File: src/psp_cfg.svh
// Offsets, field positions, reset values and timing counts of the port page
`ifndef PSP_CFG_SVH
`define PSP_CFG_SVH

// Register addresses on the plain register port
`define PSP_ADDR_SELECT 4'h7
`define PSP_ADDR_LINE 4'h8
`define PSP_ADDR_CTRL 4'h9
`define PSP_ADDR_DC 4'ha

// Page that holds the per-port status registers
`define PSP_PAGE_PORT 3'h0

// Select register: page in the top bits, port in the low nibble
`define PSP_SEL_PAGE_HI 7
`define PSP_SEL_PAGE_LO 5
`define PSP_SEL_PORT_HI 3
`define PSP_SEL_PORT_LO 0

// Line-state register fields
`define PSP_LINE_A_HI 7
`define PSP_LINE_A_LO 6
`define PSP_LINE_B_HI 5
`define PSP_LINE_B_LO 4
`define PSP_LINE_CH 3
`define PSP_LINE_CON 2
`define PSP_LINE_RECEIVE_VALID 1
`define PSP_LINE_DIS 0

// Control register fields
`define PSP_CTRL_SPD_HI 7
`define PSP_CTRL_SPD_LO 5
`define PSP_CTRL_IRQEN 4
`define PSP_CTRL_FAULT 3
`define PSP_CTRL_SBFAULT 2
`define PSP_CTRL_SCROFF 1
`define PSP_CTRL_FASTONLY 0

// Dc-connection register field
`define PSP_DC_SEEN 7

// Fixed read values and reset values
`define PSP_FAST_ONLY_VALUE 1'h0
`define PSP_RESET_SPEED 3'h0
`define PSP_SPEED_LOWEST 3'h0
`define PSP_SPEED_800 3'h3
`define PSP_SPEED_RSVD_LO 3'h6

// Timing: clock rate, tick period and connection debounce time
`define PSP_CLK_MHZ 250
`define PSP_TICK_US 1
`define PSP_TICK_CYCLES (`PSP_CLK_MHZ * `PSP_TICK_US)
`define PSP_DEBOUNCE_MS 341
`define PSP_DEBOUNCE_TICKS ((`PSP_DEBOUNCE_MS * 1000) / `PSP_TICK_US)
`define PSP_BIAS_TICKS 1

`endif

File: src/psp_pkg.sv
// Types shared by the port status page modules
package psp_pkg;
    typedef logic [3:0] psp_addr_type;
    typedef logic [7:0] psp_data_type;
    typedef logic [2:0] psp_speed_type;
    typedef logic [1:0] psp_line_type;
endpackage : psp_pkg

File: src/psp_port_page.sv
// Per-port status and control register page of a multi-port cable PHY
//
// Chosen here: strobed register access and the register addresses.
`timescale 1ns/1ps
`include "psp_cfg.svh"
module psp_port_page #(
    parameter int NPORTS = 3,
    parameter int DEBOUNCE_TICKS = `PSP_DEBOUNCE_TICKS,
    parameter int BIAS_TICKS = `PSP_BIAS_TICKS
) (
    input wire logic ref_clk,
    input wire logic nrst,
    input psp_pkg::psp_addr_type addr,
    input psp_pkg::psp_data_type wr_data,
    input wire logic wr_en,
    input wire logic rd_en,
    output psp_pkg::psp_data_type rd_data,
    input wire logic bus_reset,
    input wire logic tree_id_done,
    input wire logic [2*NPORTS-1:0] pair_a,
    input wire logic [2*NPORTS-1:0] pair_b,
    input wire logic [NPORTS-1:0] child_role,
    input wire logic [NPORTS-1:0] suspended,
    input wire logic [NPORTS-1:0] fast_link_mode,
    input wire logic [NPORTS-1:0] conn_detect,
    input wire logic [NPORTS-1:0] tones_seen,
    input wire logic [NPORTS-1:0] speed_neg_done,
    input wire logic [3*NPORTS-1:0] neg_speed,
    input wire logic [NPORTS-1:0] self_id_strobe,
    input wire logic [3*NPORTS-1:0] self_id_speed,
    input wire logic [NPORTS-1:0] bias_input,
    input wire logic [NPORTS-1:0] signal_valid,
    input wire logic [NPORTS-1:0] tones_only,
    input wire logic [NPORTS-1:0] dc_detect,
    input wire logic [NPORTS-1:0] port_event,
    input wire logic port_event_ack,
    input wire logic [NPORTS-1:0] resume_fault,
    input wire logic [NPORTS-1:0] suspend_fault,
    input wire logic [NPORTS-1:0] standby_error,
    input wire logic [NPORTS-1:0] in_standby,
    input wire logic [NPORTS-1:0] remote_standby_clear,
    output logic [NPORTS-1:0] port_off_control,
    output logic [NPORTS-1:0] scrambler_off,
    output logic [NPORTS-1:0] hold_suspended,
    output logic [NPORTS-1:0] standby_err_clear,
    output logic port_event_irq_flag,
    output logic child_flag_valid
);
    import psp_pkg::*;

    localparam int CW = $clog2(DEBOUNCE_TICKS + 1);
    localparam int BW = $clog2(BIAS_TICKS + 1) + 1;

    typedef struct packed {
        logic [7:0] rd_data;
        logic [2:0] page_sel;
        logic [3:0] port_sel;
        logic [NPORTS-1:0] port_off;
        logic [NPORTS-1:0] irq_en;
        logic [NPORTS-1:0] fault;
        logic [NPORTS-1:0] sb_fault;
        logic [NPORTS-1:0] scr_off;
        logic [NPORTS-1:0] sb_clr;
        logic [NPORTS-1:0] prev_conn;
        logic [NPORTS-1:0] prev_standby;
        logic [3*NPORTS-1:0] speed;
        logic child_known;
        logic irq_flag;
    } psp_page_state_type;

    psp_page_state_type q;
    psp_page_state_type next_q;

    logic tick;
    logic [NPORTS-1:0] conn_raw;
    logic [NPORTS-1:0] conn_db;
    logic [NPORTS-1:0] bias_db;

    psp_tick #(
        .DIV(`PSP_TICK_CYCLES)
    ) u_tick (
        .ref_clk(ref_clk),
        .nrst(nrst),
        .tick(tick)
    );

    // Each port gets its own debouncers so ports settle independently
    for (genvar g = 0; g < NPORTS; g++) begin : g_port
        // Fast mode counts as connected only with tones plus negotiation
        assign conn_raw[g] = fast_link_mode[g] ?
            (tones_seen[g] & speed_neg_done[g]) : conn_detect[g];

        psp_debounce #(
            .TICKS(DEBOUNCE_TICKS),
            .CW(CW)
        ) u_conn_deb (
            .ref_clk(ref_clk),
            .nrst(nrst),
            .tick(tick),
            .raw(conn_raw[g]),
            .stable(conn_db[g])
        );

        psp_debounce #(
            .TICKS(BIAS_TICKS),
            .CW(BW)
        ) u_bias_deb (
            .ref_clk(ref_clk),
            .nrst(nrst),
            .tick(tick),
            .raw(bias_input[g]),
            .stable(bias_db[g])
        );
    end

    logic page_hit;
    logic [NPORTS-1:0] sel_hit;
    logic wr_line;
    logic wr_ctrl;
    logic child_rd;
    logic receive_valid_rd;
    logic [2:0] nspd;
    logic [2:0] lspd;
    logic [7:0] line_rd;
    logic [7:0] ctrl_rd;
    logic [7:0] dc_rd;

    always_comb begin
        next_q = q;
        page_hit = (q.page_sel == `PSP_PAGE_PORT);
        wr_line = wr_en && page_hit && (addr == `PSP_ADDR_LINE);
        wr_ctrl = wr_en && page_hit && (addr == `PSP_ADDR_CTRL);
        line_rd = 8'h00;
        ctrl_rd = 8'h00;
        dc_rd = 8'h00;
        child_rd = 1'b0;
        receive_valid_rd = 1'b0;
        nspd = 3'h0;
        lspd = 3'h0;
        sel_hit = '0;
        next_q.sb_clr = '0;

        // Tree identification gates the child bit's validity
        if (bus_reset) begin
            next_q.child_known = 1'b0;
        end else if (tree_id_done) begin
            next_q.child_known = 1'b1;
        end

        // Select register; other pages are outside this block
        if (wr_en && (addr == `PSP_ADDR_SELECT)) begin
            next_q.page_sel = wr_data[`PSP_SEL_PAGE_HI:`PSP_SEL_PAGE_LO];
            next_q.port_sel = wr_data[`PSP_SEL_PORT_HI:`PSP_SEL_PORT_LO];
        end

        // A port number beyond the last port matches nothing
        for (int i = 0; i < NPORTS; i++) begin
            sel_hit[i] = (q.port_sel == 4'(i));
        end

        for (int i = 0; i < NPORTS; i++) begin
            // Software writes reach only the selected port
            if (wr_line && sel_hit[i]) begin
                next_q.port_off[i] = wr_data[`PSP_LINE_DIS];
            end
            if (wr_ctrl && sel_hit[i]) begin
                next_q.irq_en[i] = wr_data[`PSP_CTRL_IRQEN];
                next_q.scr_off[i] = wr_data[`PSP_CTRL_SCROFF];
                if (wr_data[`PSP_CTRL_FAULT]) begin
                    next_q.fault[i] = 1'b0;
                end
                if (wr_data[`PSP_CTRL_SBFAULT] && q.sb_fault[i]) begin
                    next_q.sb_fault[i] = 1'b0;
                    next_q.sb_clr[i] = 1'b1;
                end
            end

            // Remote command clear acts like a software clear
            if (remote_standby_clear[i] && q.sb_fault[i]) begin
                next_q.sb_fault[i] = 1'b0;
                next_q.sb_clr[i] = 1'b1;
            end

            // Leaving standby drops the fault without a clear pulse
            next_q.prev_standby[i] = in_standby[i];
            if (q.prev_standby[i] && !in_standby[i]) begin
                next_q.sb_fault[i] = 1'b0;
            end

            // Hardware sets win over any clear in the same cycle
            if (standby_error[i]) begin
                next_q.sb_fault[i] = 1'b1;
            end
            if (resume_fault[i] || suspend_fault[i]) begin
                next_q.fault[i] = 1'b1;
            end

            // Agreed speed; reserved codes never overwrite a good value
            next_q.prev_conn[i] = conn_db[i];
            nspd = neg_speed[3*i +: 3];
            lspd = self_id_speed[3*i +: 3];
            if (fast_link_mode[i] && conn_db[i] && !q.prev_conn[i]
                && (nspd < `PSP_SPEED_RSVD_LO)) begin
                next_q.speed[3*i +: 3] = nspd;
            end else if (!fast_link_mode[i] && self_id_strobe[i]
                && (lspd <= `PSP_SPEED_800)) begin
                next_q.speed[3*i +: 3] = lspd;
            end
        end

        // Link event flag; a new event wins over the link's acknowledge
        if (port_event_ack) begin
            next_q.irq_flag = 1'b0;
        end
        if (|(port_event & q.irq_en)) begin
            next_q.irq_flag = 1'b1;
        end

        // Read side, built from the selected port only
        for (int i = 0; i < NPORTS; i++) begin
            if (sel_hit[i]) begin
                // Unknown role or an idle port is shown as a child
                child_rd = !q.child_known || child_role[i] || !conn_db[i]
                    || q.port_off[i] || suspended[i];
                receive_valid_rd = fast_link_mode[i] ?
                    (signal_valid[i] && !tones_only[i]) : bias_db[i];
                line_rd[`PSP_LINE_A_HI:`PSP_LINE_A_LO] =
                    pair_a[2*i +: 2];
                line_rd[`PSP_LINE_B_HI:`PSP_LINE_B_LO] =
                    pair_b[2*i +: 2];
                line_rd[`PSP_LINE_CH] = child_rd;
                line_rd[`PSP_LINE_CON] = conn_db[i];
                line_rd[`PSP_LINE_RECEIVE_VALID] = receive_valid_rd;
                line_rd[`PSP_LINE_DIS] = q.port_off[i];
                ctrl_rd[`PSP_CTRL_SPD_HI:`PSP_CTRL_SPD_LO] =
                    q.speed[3*i +: 3];
                ctrl_rd[`PSP_CTRL_IRQEN] = q.irq_en[i];
                ctrl_rd[`PSP_CTRL_FAULT] = q.fault[i];
                ctrl_rd[`PSP_CTRL_SBFAULT] = q.sb_fault[i];
                ctrl_rd[`PSP_CTRL_SCROFF] = q.scr_off[i];
                ctrl_rd[`PSP_CTRL_FASTONLY] = `PSP_FAST_ONLY_VALUE;
                dc_rd[`PSP_DC_SEEN] = dc_detect[i];
            end
        end

        // Read data stand for one cycle only, zero otherwise
        next_q.rd_data = 8'h00;
        if (rd_en) begin
            case (addr)
                `PSP_ADDR_SELECT: begin
                    next_q.rd_data[`PSP_SEL_PAGE_HI:`PSP_SEL_PAGE_LO] =
                        q.page_sel;
                    next_q.rd_data[`PSP_SEL_PORT_HI:`PSP_SEL_PORT_LO] =
                        q.port_sel;
                end
                `PSP_ADDR_LINE: begin
                    next_q.rd_data = page_hit ? line_rd : 8'h00;
                end
                `PSP_ADDR_CTRL: begin
                    next_q.rd_data = page_hit ? ctrl_rd : 8'h00;
                end
                `PSP_ADDR_DC: begin
                    next_q.rd_data = page_hit ? dc_rd : 8'h00;
                end
                default: begin
                    next_q.rd_data = 8'h00;
                end
            endcase
        end
    end

    // Bus reset is an input here, never a reset: persistent bits keep value
    always_ff @(posedge ref_clk) begin
        if (!nrst) begin
            q <= '0;
        end else begin
            q <= next_q;
        end
    end

    assign rd_data = q.rd_data;
    assign port_off_control = q.port_off;
    assign scrambler_off = q.scr_off;
    assign hold_suspended = q.fault;
    assign standby_err_clear = q.sb_clr;
    assign port_event_irq_flag = q.irq_flag;
    assign child_flag_valid = q.child_known;
endmodule : psp_port_page

File: src/psp_tick.sv
// Divider that yields a one-cycle timing tick
`timescale 1ns/1ps
module psp_tick #(
    parameter int DIV = 250
) (
    input wire logic ref_clk,
    input wire logic nrst,
    output logic tick
);
    import psp_pkg::*;

    typedef struct packed {
        logic [15:0] count;
        logic tick;
    } psp_tick_state_type;

    psp_tick_state_type q;
    psp_tick_state_type next_q;

    always_comb begin
        next_q = q;
        next_q.tick = 1'b0;
        if (q.count == 16'(DIV - 1)) begin
            next_q.count = 16'h0000;
            next_q.tick = 1'b1;
        end else begin
            next_q.count = q.count + 16'h0001;
        end
    end

    always_ff @(posedge ref_clk) begin
        if (!nrst) begin
            q <= '0;
        end else begin
            q <= next_q;
        end
    end

    assign tick = q.tick;
endmodule : psp_tick

File: src/psp_debounce.sv
// Rise debouncer: output goes high only after the input has held for a time
`timescale 1ns/1ps
module psp_debounce #(
    parameter int TICKS = 341000,
    parameter int CW = 20
) (
    input wire logic ref_clk,
    input wire logic nrst,
    input wire logic tick,
    input wire logic raw,
    output logic stable
);
    import psp_pkg::*;

    typedef struct packed {
        logic [CW-1:0] count;
        logic stable;
    } psp_deb_state_type;

    psp_deb_state_type q;
    psp_deb_state_type next_q;

    // A drop is reported at once; only the rise waits out the interval
    always_comb begin
        next_q = q;
        if (!raw) begin
            next_q.count = '0;
            next_q.stable = 1'b0;
        end else if (!q.stable && tick) begin
            if (q.count >= CW'(TICKS - 1)) begin
                next_q.stable = 1'b1;
            end else begin
                next_q.count = q.count + CW'(1);
            end
        end
    end

    always_ff @(posedge ref_clk) begin
        if (!nrst) begin
            q <= '0;
        end else begin
            q <= next_q;
        end
    end

    assign stable = q.stable;
endmodule : psp_debounce

File: config.mk
export PLATFORM = sky130hd
export DESIGN_NAME = psp_port_page
export DESIGN_NICKNAME = d
export VERILOG_FILES = /design/src/psp_pkg.sv /design/src/psp_port_page.sv /design/src/psp_tick.sv /design/src/psp_debounce.sv
export VERILOG_INCLUDE_DIRS = /design/src
export SDC_FILE = /design/constraint.sdc
export NUM_CORES = 1
export LEC_CHECK = 0
export ABC_AREA = 0
export BUFFER_PORTS_ARGS = -buffer_cell sky130_fd_sc_hd__buf_2
export CAP_MARGIN = 0
export CORE_AREA = 8 8 146 148
export CTS_BUF_LIST = sky130_fd_sc_hd__clkbuf_4
export DETAILED_ROUTE_END_ITERATION = 7
export DIE_AREA = 0 0 154 156
export PLACE_DENSITY_LB_ADDON = 0.2
export SYNTH_ARGS = -nofsm -noshare
export SYNTH_HDL_FRONTEND = slang
export SYNTH_SLANG_ARGS = --single-unit
File: constraint.sdc
create_clock -name ref_clk -period 2.7 [get_ports ref_clk]
set_input_delay 0.135 -clock ref_clk [delete_from_list [all_inputs] [get_ports ref_clk]]
set_output_delay 0.135 -clock ref_clk [all_outputs]
set_load 0.005 [all_outputs]
# ---- Word level (Yosys, flattened, before mapping)
# Cells that the tools add are included.
dict set report classes {
  n_bitwise 11
  n_addsub 7
  muxes 61
  n_eq_ne 7
  n_lt_le_gt_ge 12
  reduce_logical 123
}
# operator n
set op_table {}
lappend op_table {{$mux 8} 9}
lappend op_table {{$add 19x1->19 const B} 3}
lappend op_table {{$ge 19x19->1 const B} 3}
lappend op_table {{$reduce_and 2->1} 25}
lappend op_table {{$logic_and 1x1->1} 43}
lappend op_table {{$mux 1} 43}
lappend op_table {{$reduce_bool 4->1} 6}
lappend op_table {{$reduce_bool 2->1} 10}
lappend op_table {{$logic_not 1->1} 19}
lappend op_table {{$mux 3} 6}
lappend op_table {{$add 16x1->16 const B} 1}
lappend op_table {{$eq 16x8->1 const B} 1}
lappend op_table {{$pmux 4 s4} 1}
lappend op_table {{$logic_or 1x1->1} 15}
lappend op_table {{$eq 4x4->1 const B} 3}
lappend op_table {{$pmux 3 s4} 1}
lappend op_table {{$le 3x2->1 const B} 3}
lappend op_table {{$lt 3x3->1 const B} 3}
lappend op_table {{$not 1->1} 7}
lappend op_table {{$add 2x1->2 const B} 3}
lappend op_table {{$ge 2x1->1 const B} 3}
lappend op_table {{$eq 4x1->1 const B} 1}
lappend op_table {{$eq 4x2->1 const B} 1}
lappend op_table {{$eq 4x3->1 const B} 1}
lappend op_table {{7 further kinds} 10}
dict set report totals {
  reg_bits 136
  wordCells 261
  out_inout_bits 22
}

# ---- Logic depth before layout (Yosys ltp)
# Gate-level depths: netlist of run 1.
dict set report depth {
  word_depth 10
  ltp_mapped 7
  mapped_depth_nobuf 6
}

# ---- Modules after synthesis
# Synthesis of run 1 repeated with hierarchy kept, for this count alone.
dict set report hier_totals {
  hier_cells 788
  hier_area_um2 6895.4
}
# mod area_each_um2 seq_area_each_um2 instances cells_per_inst
set modules_own_cells {}
lappend modules_own_cells {{psp_debounce at g_port[0].u_conn_deb ...} 1071.0 400.4 3 126}
lappend modules_own_cells {psp_port_page 2812.7 1001.0 1 321}
lappend modules_own_cells {psp_tick 779.5 340.3 1 83}
lappend modules_own_cells {{psp_debounce at g_port[0].u_bias_deb ...} 30.0 20.0 3 2}

# ---- Worst setup path before layout of run 1
# No wires, ideal clock.
dict set report synth_timing {
  path_kind {reg-to-reg}
  from {reg g_port[1].u_conn_deb.q[1] in the netlist's numbering}
  to {reg g_port[1].u_conn_deb.q[3] in the netlist's numbering}
  synth_period_minus_slack_ns 2.095
  n_path_buf 0
  t_required_ns 2.584
  arrival_time_ns 1.979
  stages_incl_launch_ff 7
  path_slack_ns 0.605
  path_cell_list {dfxtp_1 > ha_1 > a21oi_1 > o211ai_2 > a2111oi_2 > a211oi_1 > a31o_2}
}
dict set report synth_via {
  elab_chain_cells 3
  elab_cells_between_ends 4
}
# item line
set synth_rtl {}
lappend synth_rtl {{start, declared} psp_debounce.sv:20} ;# psp_deb_state_type q;
lappend synth_rtl {{start signal, assigned} psp_debounce.sv:42} ;# q <= next_q;
lappend synth_rtl {{$ge 19x19->1} psp_debounce.sv:30} ;# if (q.count >= CW'(TICKS - 1)) begin
lappend synth_rtl {{$not 1->1 (no source line)} n/a}
lappend synth_rtl {{$reduce_and 2->1 (no source line)} n/a}
# Several ways; a longest one is shown, not always the timed one.
# A chain may end at the register's enable or synchronous reset.

# ---- Worst setup path in the final report of run 1
dict set report layout_timing {
  from {reg q[41] in the netlist's numbering}
  to {reg q, in the netlist hold_suspended[0]}
}
dict set report layout_via {
  elab_chain_cells 6
}
# item line
set layout_rtl {}
lappend layout_rtl {{start, declared} psp_port_page.sv:71} ;# psp_page_state_type q;
lappend layout_rtl {{start signal, assigned} psp_port_page.sv:277} ;# q <= next_q;
lappend layout_rtl {{$logic_not 3->1 (no source line)} n/a}
lappend layout_rtl {{$logic_and 1x1->1 (2 in series)} psp_port_page.sv:132} ;# wr_ctrl = wr_en && page_hit && (addr == `PSP_ADDR_CTRL);
lappend layout_rtl {{$logic_and 1x1->1} psp_port_page.sv:166} ;# if (wr_ctrl && sel_hit[i]) begin
lappend layout_rtl {{$reduce_bool 2->1 (no source line)} n/a}
lappend layout_rtl {{$reduce_and 2->1 (no source line)} n/a}
# No other way between the ends.

==> results of run 1 <==
## kinds of logic (layout without fill, tap and decap cells)
kind of cell,count (synthesis),in the layout,synth area share
and+or+nand+nor,351,351,0.275
AOI/OAI and AO/OA,146,146,0.168
DFF,130,130,0.397
buffers and inverters,63,247,0.0478
muxes,38,38,0.0583
xor gates and xnor gates,33,33,0.0441
adders and majority gates,5,5,0.00955
other,0,3,0
## final timing paths
check                                       endpoint  slack [ns]  cells after the start
worst min-delay path                      rd_data[7]        0.04                      4
worst max register to register     hold_suspended[0]        0.22                      7
worst max-delay path               hold_suspended[0]        0.22                      7
worst min register to register  standby_err_clear[1]        0.46                      2
## metrics by stage
| stage | instance area, µm² | hold WS (ns) |
|---|---|---|
| after global routing | 8270 | 0.0620 |
| after CTS | 8260 | 0.00235 |
| after detailed placement | 7320 | 0.315 |
| final | 8270 | 0.0432 |
| after floorplan | 6550 | 0.214 |
| after global placement | 7320 | 0.320 |
## power breakdown
group          internal, mW  switching [mW]  total (mW)
sequential             1.94          0.0154        1.95
clock                 0.661           0.726        1.39
combinational         0.159           0.147       0.306
total                  2.76           0.888        3.65
## worst max-delay path, stage by stage, from the launching register on
cell and delay (ns):
dfxtp_1 0.35, or4b_1 0.64, nor4_1 0.30, buf_4 0.21
nand2_1 0.06, a211oi_1 0.20, dlygate4sd3_1 0.57, nor2_1 0.04
## layout by cell type (no fill, tap or decap), types with 5 or more instances in the layout
master,instances
dfxtp_1,130
buf_2,121
nor2_1,97
nand2_1,76
dlygate4sd3_1,65
mux2i_1,37
nand3_1,37
a21oi_1,34
xnor2_1,24
clkbuf_4,20
nor3_1,19
and3_1,19
nand4_1,16
a211oi_1,15
buf_4,15
o21ai_0,14
inv_1,13
nor2b_1,12
nand2b_1,12
nor4_1,11
and2_1,9
xor2_1,9
a31oi_1,9
or3_1,6
nand4b_1,6
and4_1,6
a31o_2,6
a41o_1,6
clkinv_2,6
a22oi_1,5
o21a_1,5
a2111oi_0,5
a221o_1,5
ha_1,5
## registers in the layout, summed over array words and instances, names as in the netlist
register and cells:
u_tick.q 16, port_off_control 3, g_port.u_bias_deb.stable 3, rd_data 8, port_event_irq_flag 1, q 28
g_port.u_conn_deb.q 57, child_flag_valid 1, hold_suspended 3, standby_err_clear 3, scrambler_off 3, u_tick.tick 1
g_port.u_conn_deb.stable 3
## cell type report
| class | count | area [µm²] |
|---|---|---|
| Clock inverter | 12 | 140 |
| Multi-Input combinational cell | 573 | 3650 |
| Clock buffer | 20 | 150 |
| Antenna cell | 3 | 7.51 |
| Fill cell | 1924 | 10800 |
| Timing Repair Buffer | 201 | 1370 |
| Inverter | 14 | 52.6 |
| Sequential cell | 130 | 2600 |
| Tap cell | 238 | 298 |
## repair_timing
item / 4_1_cts / 5_1_grt
gates resized for setup: 0 / 1
hold buffers: 65 / 0
endpoints found under the setup margin: 0 / 1
endpoints found under the hold margin: 49 / 0
## per-layer routing
layer | part of all wire | up-vias | global-route usage | wire [µm]
met4 | 0.015 | 2 | 0.0532 | 280
li1 | - | 3137 | - | -
met5 | 0.00042 | - | 0 | 8
met2 | 0.47 | 162 | 0.255 | 8810
met3 | 0.060 | 26 | 0.0429 | 1120
met1 | 0.46 | 2905 | 0.201 | 8640
==> impl_metrics.py, run 1 <==
metrics = {
    "cts": {
        "cts-root-buf": "clkbuf_4",
        "clkTransAtPathRegs_ns": 0.11,
        "cts_buffer_depth": 2,
        "cts.sinks": 130,
        "h-tree-depth": 4,
        "numCtsBuffers": 17,
        "cts_tree": "yes",
        "cts_setup_buffers": 0,
        "clock_latency_ns": 0.54,
    },
    "timing": {
        "fin_crit_ns": 2.48,
        "worstMarginPinSlew_ns": 0.817,
        "timing.fmax_mhz": 403,
        "min_period_over_period": 0.918,
        "finalHoldViolations": 0,
        "finalSetupViolations": 0,
        "timing.final.ws_setup_ns": 0.221,
        "setup_tns_ns": 0,
        "clock_skew_ns": 0.0155,
        "relSlewSlack": 0.452,
        "drv_slew": 0,
        "rsz0062_at_grt": "no",
    },
    "routing": {
        "first_pass_iters": 5,
        "antenna_left": 0,
        "drt_first_iter_violations": 370,
        "viasPerCell": 5.23,
        "drc": 0,
        "via_count": 6232,
        "wl_mm": 18.9,
        "routedWlPerCell_um": 15.8,
    },
    "yosys": {
        "yosysUniqueCellTypes": 71,
        "syn_area_um2": 6550,
        "ys.flop_type": "dfxtp_1",
        "netlist_top_cells_count": "dfxtp_1 (130), nor2_1 (97), nand2_1 (76), mux2i_1 (37), nand3_1 (37)",
        "synth-seq-cells": 130,
        "synth_area_leaders": "dfxtp_1 (40%), mux2i_1 (5.7%), nor2_1 (5.6%), nand2_1 (4.4%), xnor2_1 (3.2%)",
        "synth.most_common_cell": "dfxtp_1",
        "synth_top_area_frac": 0.397,
        "synth-warning-count": 0,
        "async_flop_share": 0,
        "synth.largest_area_cell": "dfxtp_1",
        "syn_nets": 871,
        "syn_avg_cell_area_um2": 8.55,
        "seq_area_frac_synth": 0.397,
        "synth_cells": 766,
        "synth-edff-count": 0,
    },
    "critical_path": {
        "cp.arrival_ns": 2.92,
        "r2r-start": "q[41]",
        "required_ns": 3.14,
        "worstSetupPathType": "reg2reg",
        "start_kind": "register",
        "end_kind": "register",
        "worstSetupStartpoint": "q[41]",
        "crit_fanout": 4,
    },
    "die": {
        "ios": 122,
        "fp.coreArea_um2": 19100,
        "dieArea_um2": 24000,
        "std_cell_rows": 51,
        "die_w_um": 154,
        "die-height_um": 156,
        "initial_core_util": 0.343,
    },
    "global_routing": {
        "grt_pass1_vias": 5896,
        "grt_pass1_wl_mm": 30.6,
        "grt_max_degree": 28,
        "gr-total-overflow": 0,
        "track_usage": 0.158,
        "antenna_found_initial": 4,
    },
    "cells_and_area": {
        "drive_gt1_frac": 0.201,
        "synthToLayoutAreaGrowth_pct": 26.3,
        "nNetsFinal": 1042,
        "final_cells": 1191,
        "utilization": 0.434,
    },
    "worst_hold_path": {
        "hold_start": "addr[0]",
        "hold_class": "in2reg",
    },
    "pwr": {
        "cellLeakagePower_nw": 3.24,
        "powerDensity_nw_per_um2": 441,
        "fin_total_pwr_mw": 3.65,
        "ir_worst_vdd_mv": 0.191,
    },
    "flow_run": {
        "max-cap-violations": 0,
    },
    "placement": {
        "place.gp.congestion": 0.805,
        "hpwlAfterDp_mm": 13.6,
        "port_buffers": 121,
        "dp_cells": 1091,
        "pre_cts_slack_ns": 0.431,
    },
    "status": {
        "status": "completed",
    },
}
Power figures use the tool's default switching activity.
==> run 2, diff against run 1 <==
--- a/config.mk
+++ b/config.mk
@@ -8,12 +8,11 @@
 export LEC_CHECK = 0
 export ABC_AREA = 0
 export BUFFER_PORTS_ARGS = -buffer_cell sky130_fd_sc_hd__buf_2
-export CAP_MARGIN = 0
+export CAP_MARGIN = 20
 export CORE_AREA = 8 8 146 148
 export CTS_BUF_LIST = sky130_fd_sc_hd__clkbuf_4
 export DETAILED_ROUTE_END_ITERATION = 7
 export DIE_AREA = 0 0 154 156
-export PLACE_DENSITY_LB_ADDON = 0.2
 export SYNTH_ARGS = -nofsm -noshare
 export SYNTH_HDL_FRONTEND = slang
 export SYNTH_SLANG_ARGS = --single-unit
==> run 2 against run 1 <==
Against the previous run:
- via count shrank 0.75%
- worst setup slack lost 0.052 ns
- hold slack gained 0.0022 ns
- critical path type unchanged
- critical endpoint unchanged
==> impl_metrics.py, run 2 (synthesis gave the netlist of run 1 again) <==
metrics = {
    "critical_path": {
        "r2r-start": "q[41]",
        "start_kind": "register",
        "cp.arrival_ns": 2.99,
        "reg2reg_setup_slack_ns": 0.17,
        "worstSetupPathType": "reg2reg",
        "worstSetupStartpoint": "q[41]",
        "required_ns": 3.16,
        "end_kind": "register",
        "rr_endpoint": "hold_suspended[0]",
        "ff2ff_path_depth": 7,
        "crit_fanout": 4,
    },
    "die": {
        "dieArea_um2": 24000,
        "fp.coreArea_um2": 19100,
        "std_cell_rows": 51,
        "die-height_um": 156,
        "ios": 122,
        "die_w_um": 154,
        "initial_core_util": 0.343,
    },
    "routing": {
        "via_count": 6185,
        "antenna_left": 0,
        "drc": 0,
        "wl_mm": 18.5,
        "routedWlPerCell_um": 15.5,
        "viasPerCell": 5.20,
        "first_pass_iters": 5,
        "drt_first_iter_violations": 422,
    },
    "pwr": {
        "p_switching_uw": 906,
        "p_comb_frac": 0.083,
        "clkPwrFrac": 0.381,
        "ir_worst_vdd_mv": 0.206,
        "cellLeakagePower_nw": 3.23,
        "power.share.sequential": 0.536,
        "p_sw_frac": 0.249,
        "fin_total_pwr_mw": 3.64,
        "powerDensity_nw_per_um2": 441,
        "cellInternalPower_mw": 2.74,
    },
    "placement": {
        "dp_cells": 1091,
        "port_buffers": 121,
        "place_area_um2": 7320,
        "pre_cts_slack_ns": 0.445,
        "hpwlAfterDp_mm": 13.3,
        "place.gp.congestion": 0.811,
    },
    "global_routing": {
        "gr-total-overflow": 0,
        "grt_pass1_wl_mm": 29.7,
        "antenna_found_initial": 3,
        "grt_pass1_vias": 5875,
        "track_usage": 0.153,
        "grt_max_degree": 27,
    },
    "cells_and_area": {
        "postLayoutCellArea_um2": 8260,
        "drive_gt1_frac": 0.199,
        "largest_register": "g_port.u_conn_deb.q",
        "final_cell_mix": "dfxtp_1 (130), buf_2 (121), nor2_1 (97), nand2_1 (76), dlygate4sd3_1 (65)",
        "final_common_cell": "dfxtp_1",
        "largest_register_ffs": 57,
        "top_regs": "g_port.u_conn_deb.q x57, q x28, u_tick.q x16",
        "nNetsFinal": 1042,
        "synthToLayoutAreaGrowth_pct": 26.2,
        "final_cells": 1190,
        "utilization": 0.433,
    },
    "cts": {
        "cts.sinks": 130,
        "clkTransAtPathRegs_ns": 0.12,
        "cts_buffer_depth": 2,
        "cts_tree": "yes",
        "cts_setup_buffers": 0,
        "numCtsBuffers": 17,
        "clock_latency_ns": 0.56,
        "h-tree-depth": 4,
        "cts-root-buf": "clkbuf_4",
    },
    "timing": {
        "finalSetupViolations": 0,
        "relSlewSlack": 0.493,
        "min_period_over_period": 0.938,
        "clock_skew_ns": 0.0167,
        "timing.fmax_mhz": 395,
        "fin_crit_ns": 2.53,
        "finalHoldViolations": 0,
        "drv_slew": 0,
        "rsz0062_at_grt": "no",
        "timing.final.ws_setup_ns": 0.169,
        "setup_tns_ns": 0,
        "worstMarginPinSlew_ns": 0.756,
        "fin_hold_ws_ns": 0.0454,
    },
    "status": {
        "status": "completed",
    },
    "worst_hold_path": {
        "hold_class": "in2reg",
        "min_to": "q[4]",
        "hold_start": "self_id_speed[2]",
        "holdPathStages": 5,
    },
    "flow_run": {
        "max-cap-violations": 0,
    },
}
[run 2: cell types whose count changed in the layout (fill, tap and decap cells not counted)]
cell | before | now
clkinvlp_4 | 1 | 3
or4b_4 | 0 | 1
clkinv_4 | 1 | 0
o21ai_1 | 2 | 1
o21ai_0 | 14 | 15
nor3_2 | 1 | 0
nor3_1 | 19 | 20
clkbuf_4 | 20 | 19
or4b_2 | 1 | 0
clkinv_2 | 6 | 5
[run 2: power groups by stage]
| stage | sequential [mW] | clock [mW] | combinational, mW |
|---|---|---|---|
| 6_report | 1.95 | 1.39 | 0.304 |
| 5_1_grt | 1.96 | 1.50 | 0.335 |
| 4_1_cts | 1.95 | 1.42 | 0.304 |
| 3_5_place_dp | 2.00 | 0 | 0.242 |
| 3_3_place_gp | 2.00 | 0 | 0.241 |
| 2_1_floorplan | 1.99 | 0 | 0.116 |
[run 2: layout make-up]
type,instances,area [µm²]
clock inverter,12,141
tap,238,298
fill,1884,10800
inverter,14,52.6
sequential,130,2600
timing repair buffer,201,1370
multi-input combinational,573,3650
antenna,3,7.51
clock buffer,19,143
[run 2: how the worst max path moves through the flow]
| stage | end | slack, ns | depth (start not counted) |
|---|---|---|---|
| 2_1_floorplan | g_port[1].u_conn_deb.q[3] | 0.61 | 6 |
| 3_3_place_gp | g_port[1].u_conn_deb.q[8] | 0.47 | 6 |
| 3_5_place_dp | g_port[1].u_conn_deb.q[8] | 0.44 | 6 |
| 4_1_cts | hold_suspended[2] | 0.09 | 7 |
| 5_1_grt | hold_suspended[0] | 0.04 | 7 |
| 6_report | hold_suspended[0] | 0.17 | 7 |
[run 2: routing by layer]
layer | up-vias | part of all wire | track usage
met1 | 2871 | 0.47 | 0.191
li1 | 3139 | - | -
met4 | 0 | 0.018 | 0.0639
met2 | 152 | 0.47 | 0.251
met3 | 23 | 0.045 | 0.0332
met5 | - | 0 | 0
[run 2: worst max-delay path, stage by stage (launching register included)]
cell and delay [ns]:
dfxtp_1 0.35, or4b_1 0.62, nor4_1 0.27, buf_4 0.20, nand2_1 0.06, a211oi_1 0.28
dlygate4sd3_1 0.61, nor2_1 0.04
[run 2: timing repair]
action | in CTS | in global routing
hold buffers | 65 | 0
hold endpoints to repair | 49 | 0
gates resized for setup | 0 | 1
setup endpoints to repair | 0 | 2
==> run 3, diff against run 2 <==
==> constraint.sdc (replaced) <==
create_clock -name ref_clk -period 2.7 [get_ports ref_clk]
set_input_delay 0.405 -clock ref_clk [delete_from_list [all_inputs] [get_ports ref_clk]]
set_output_delay 0.405 -clock ref_clk [all_outputs]
set_load 0.005 [all_outputs]
==> run 3 against run 2 <==
Against the previous run:
- via count down 3.9%
- first-iteration DRC count decreased by 14%
- design area shrank 7.2%
- global-route usage down 0.28 points
- sequential power hardly changed
- critical endpoint is now g_port[1].u_conn_deb.q[8]
- largest cell class unchanged
==> impl_metrics.py, run 3 (synthesis gave the netlist of run 1 again) <==
metrics = {
    "status": {
        "status": "completed",
    },
    "die": {
        "std_cell_rows": 51,
        "ios": 122,
        "dieArea_um2": 24000,
        "initial_core_util": 0.343,
        "die_w_um": 154,
        "die-height_um": 156,
        "fp.coreArea_um2": 19100,
    },
    "routing": {
        "antenna_left": 0,
        "via_count": 5946,
        "first_pass_iters": 5,
        "drt_first_iter_violations": 363,
        "drc": 0,
        "routedWlPerCell_um": 16.0,
        "wl_mm": 18.0,
        "viasPerCell": 5.29,
    },
    "timing": {
        "rsz0062_at_grt": "no",
        "finalHoldViolations": 0,
        "min_period_over_period": 0.850,
        "drv_slew": 0,
        "fin_hold_ws_ns": 0.0649,
        "timing.fmax_mhz": 436,
        "clock_skew_ns": 0.0165,
        "worstMarginPinSlew_ns": 0.739,
        "setup_tns_ns": 0,
        "relSlewSlack": 0.504,
        "fin_crit_ns": 2.29,
        "finalSetupViolations": 0,
    },
    "cts": {
        "cts.sinks": 130,
        "cts_buffer_depth": 2,
        "cts-root-buf": "clkbuf_4",
        "h-tree-depth": 4,
        "numCtsBuffers": 17,
        "clock_latency_ns": 0.54,
        "cts_tree": "yes",
        "clkTransAtPathRegs_ns": 0.12,
        "ctsResizeCount": 0,
    },
    "critical_path": {
        "worstSetupStartpoint": "g_port[1].u_conn_deb.q[1]",
        "crit_top_cell": "a21oi_1",
        "worstPathCellList": "ha_1 -> a21oi_1 -> o211ai_2 -> a2111o_1 -> or4_1 -> a21oi_1",
        "cp.arrival_ns": 2.76,
        "max_stage_delay_ns": 0.57,
        "r2r-start": "g_port[1].u_conn_deb.q[1]",
        "required_ns": 3.16,
        "start_kind": "register",
        "crit_fanout": 9,
        "worstSetupPathType": "reg2reg",
        "end_kind": "register",
        "crit_slowest_cell": "a2111o_1",
    },
    "cells_and_area": {
        "final_common_cell": "dfxtp_1",
        "fill_cells": 1964,
        "nNetsFinal": 979,
        "synthToLayoutAreaGrowth_pct": 17.1,
        "top_regs": "g_port.u_conn_deb.q x57, q x28, u_tick.q x16",
        "largest_register": "g_port.u_conn_deb.q",
        "final_cells": 1125,
        "drive_gt1_frac": 0.213,
        "final_cell_mix": "dfxtp_1 (130), buf_2 (121), nor2_1 (97), nand2_1 (76)",
        "largest_register_ffs": 57,
    },
    "global_routing": {
        "track_usage": 0.150,
        "grt_pass1_vias": 5612,
        "gr-total-overflow": 0,
        "antenna_found_initial": 1,
        "grt_pass1_wl_mm": 29.1,
        "grt_max_degree": 24,
    },
    "placement": {
        "place.gp.congestion": 0.809,
        "hpwlAfterDp_mm": 13.5,
        "dp_cells": 1091,
        "port_buffers": 121,
    },
    "pwr": {
        "powerDensity_nw_per_um2": 487,
        "ir_worst_vdd_mv": 0.262,
        "cellLeakagePower_nw": 2.98,
    },
    "worst_hold_path": {
        "hold_start": "standby_error[1]",
        "hold_class": "in2reg",
    },
    "flow_run": {
        "max-cap-violations": 0,
    },
}
==> run 3: area by class of cell <==
cell class | count | area, µm² | area share
Tap cell | 238 | 298 | 0.0388
Antenna cell | 1 | 2.50 | 0.000326
Sequential cell | 130 | 2600 | 0.339
Clock inverter | 12 | 189 | 0.0246
Inverter | 14 | 52.6 | 0.00685
Clock buffer | 19 | 143 | 0.0186
Timing Repair Buffer | 138 | 738 | 0.0962
Multi-Input combinational cell | 573 | 3650 | 0.475
==> run 3: stage by stage <==
| stage | total power [mW] | utilization | setup slack (ns) | area (µm²) |
|---|---|---|---|---|
| 2_1_floorplan | 2.11 | - | 0.565 | 6550 |
| 3_3_place_gp | 2.24 | 0.384 | 0.460 | 7320 |
| 3_5_place_dp | 2.24 | 0.384 | 0.424 | 7320 |
| 4_1_cts | 3.79 | 0.401 | 0.392 | 7660 |
| 5_1_grt | 3.91 | 0.402 | 0.255 | 7670 |
| 6_report | 3.73 | 0.402 | 0.406 | 7670 |
==> run 3: worst paths after layout <==
path / to / slack [ns] / cells after the start
worst min register to register: standby_err_clear[1] / 0.46 / 2
worst max-delay path: g_port[1].u_conn_deb.q[8] / 0.41 / 6
worst max register to register: g_port[1].u_conn_deb.q[8] / 0.41 / 6
worst min-delay path: q[24] / 0.06 / 3
==> run 3: per-layer routing <==
metal / part of all wire / up-vias / GRT usage
met2: 0.47 / 140 / 0.245
li1: - / 3006 / -
met5: 0 / - / 0
met3: 0.053 / 16 / 0.0418
met4: 0.013 / 0 / 0.0415
met1: 0.47 / 2784 / 0.191
==> run 3: power by group <==
group | internal, mW | switching (mW) | leakage, nW
Sequential | 1.94 | 0.0153 | 1.05
Combinational | 0.109 | 0.137 | 1.76
Clock | 0.834 | 0.702 | 0.176
==> run 3: what timing repair did <==
action                     CTS  global route
buffers inserted             0             0
setup endpoints to repair    0             0
hold buffers                 1             1
hold endpoints to repair     1             1
==> run 3: worst max-delay path: cells and delay by family (launching register included) <==
family | cells | cell delay [ns]
flip-flops | 1 | 0.37
AND/OR/NAND/NOR | 1 | 0.49
adder cells (fa/ha/maj) | 1 | 0.30
AO/OA/AOI/OAI | 4 | 1.06
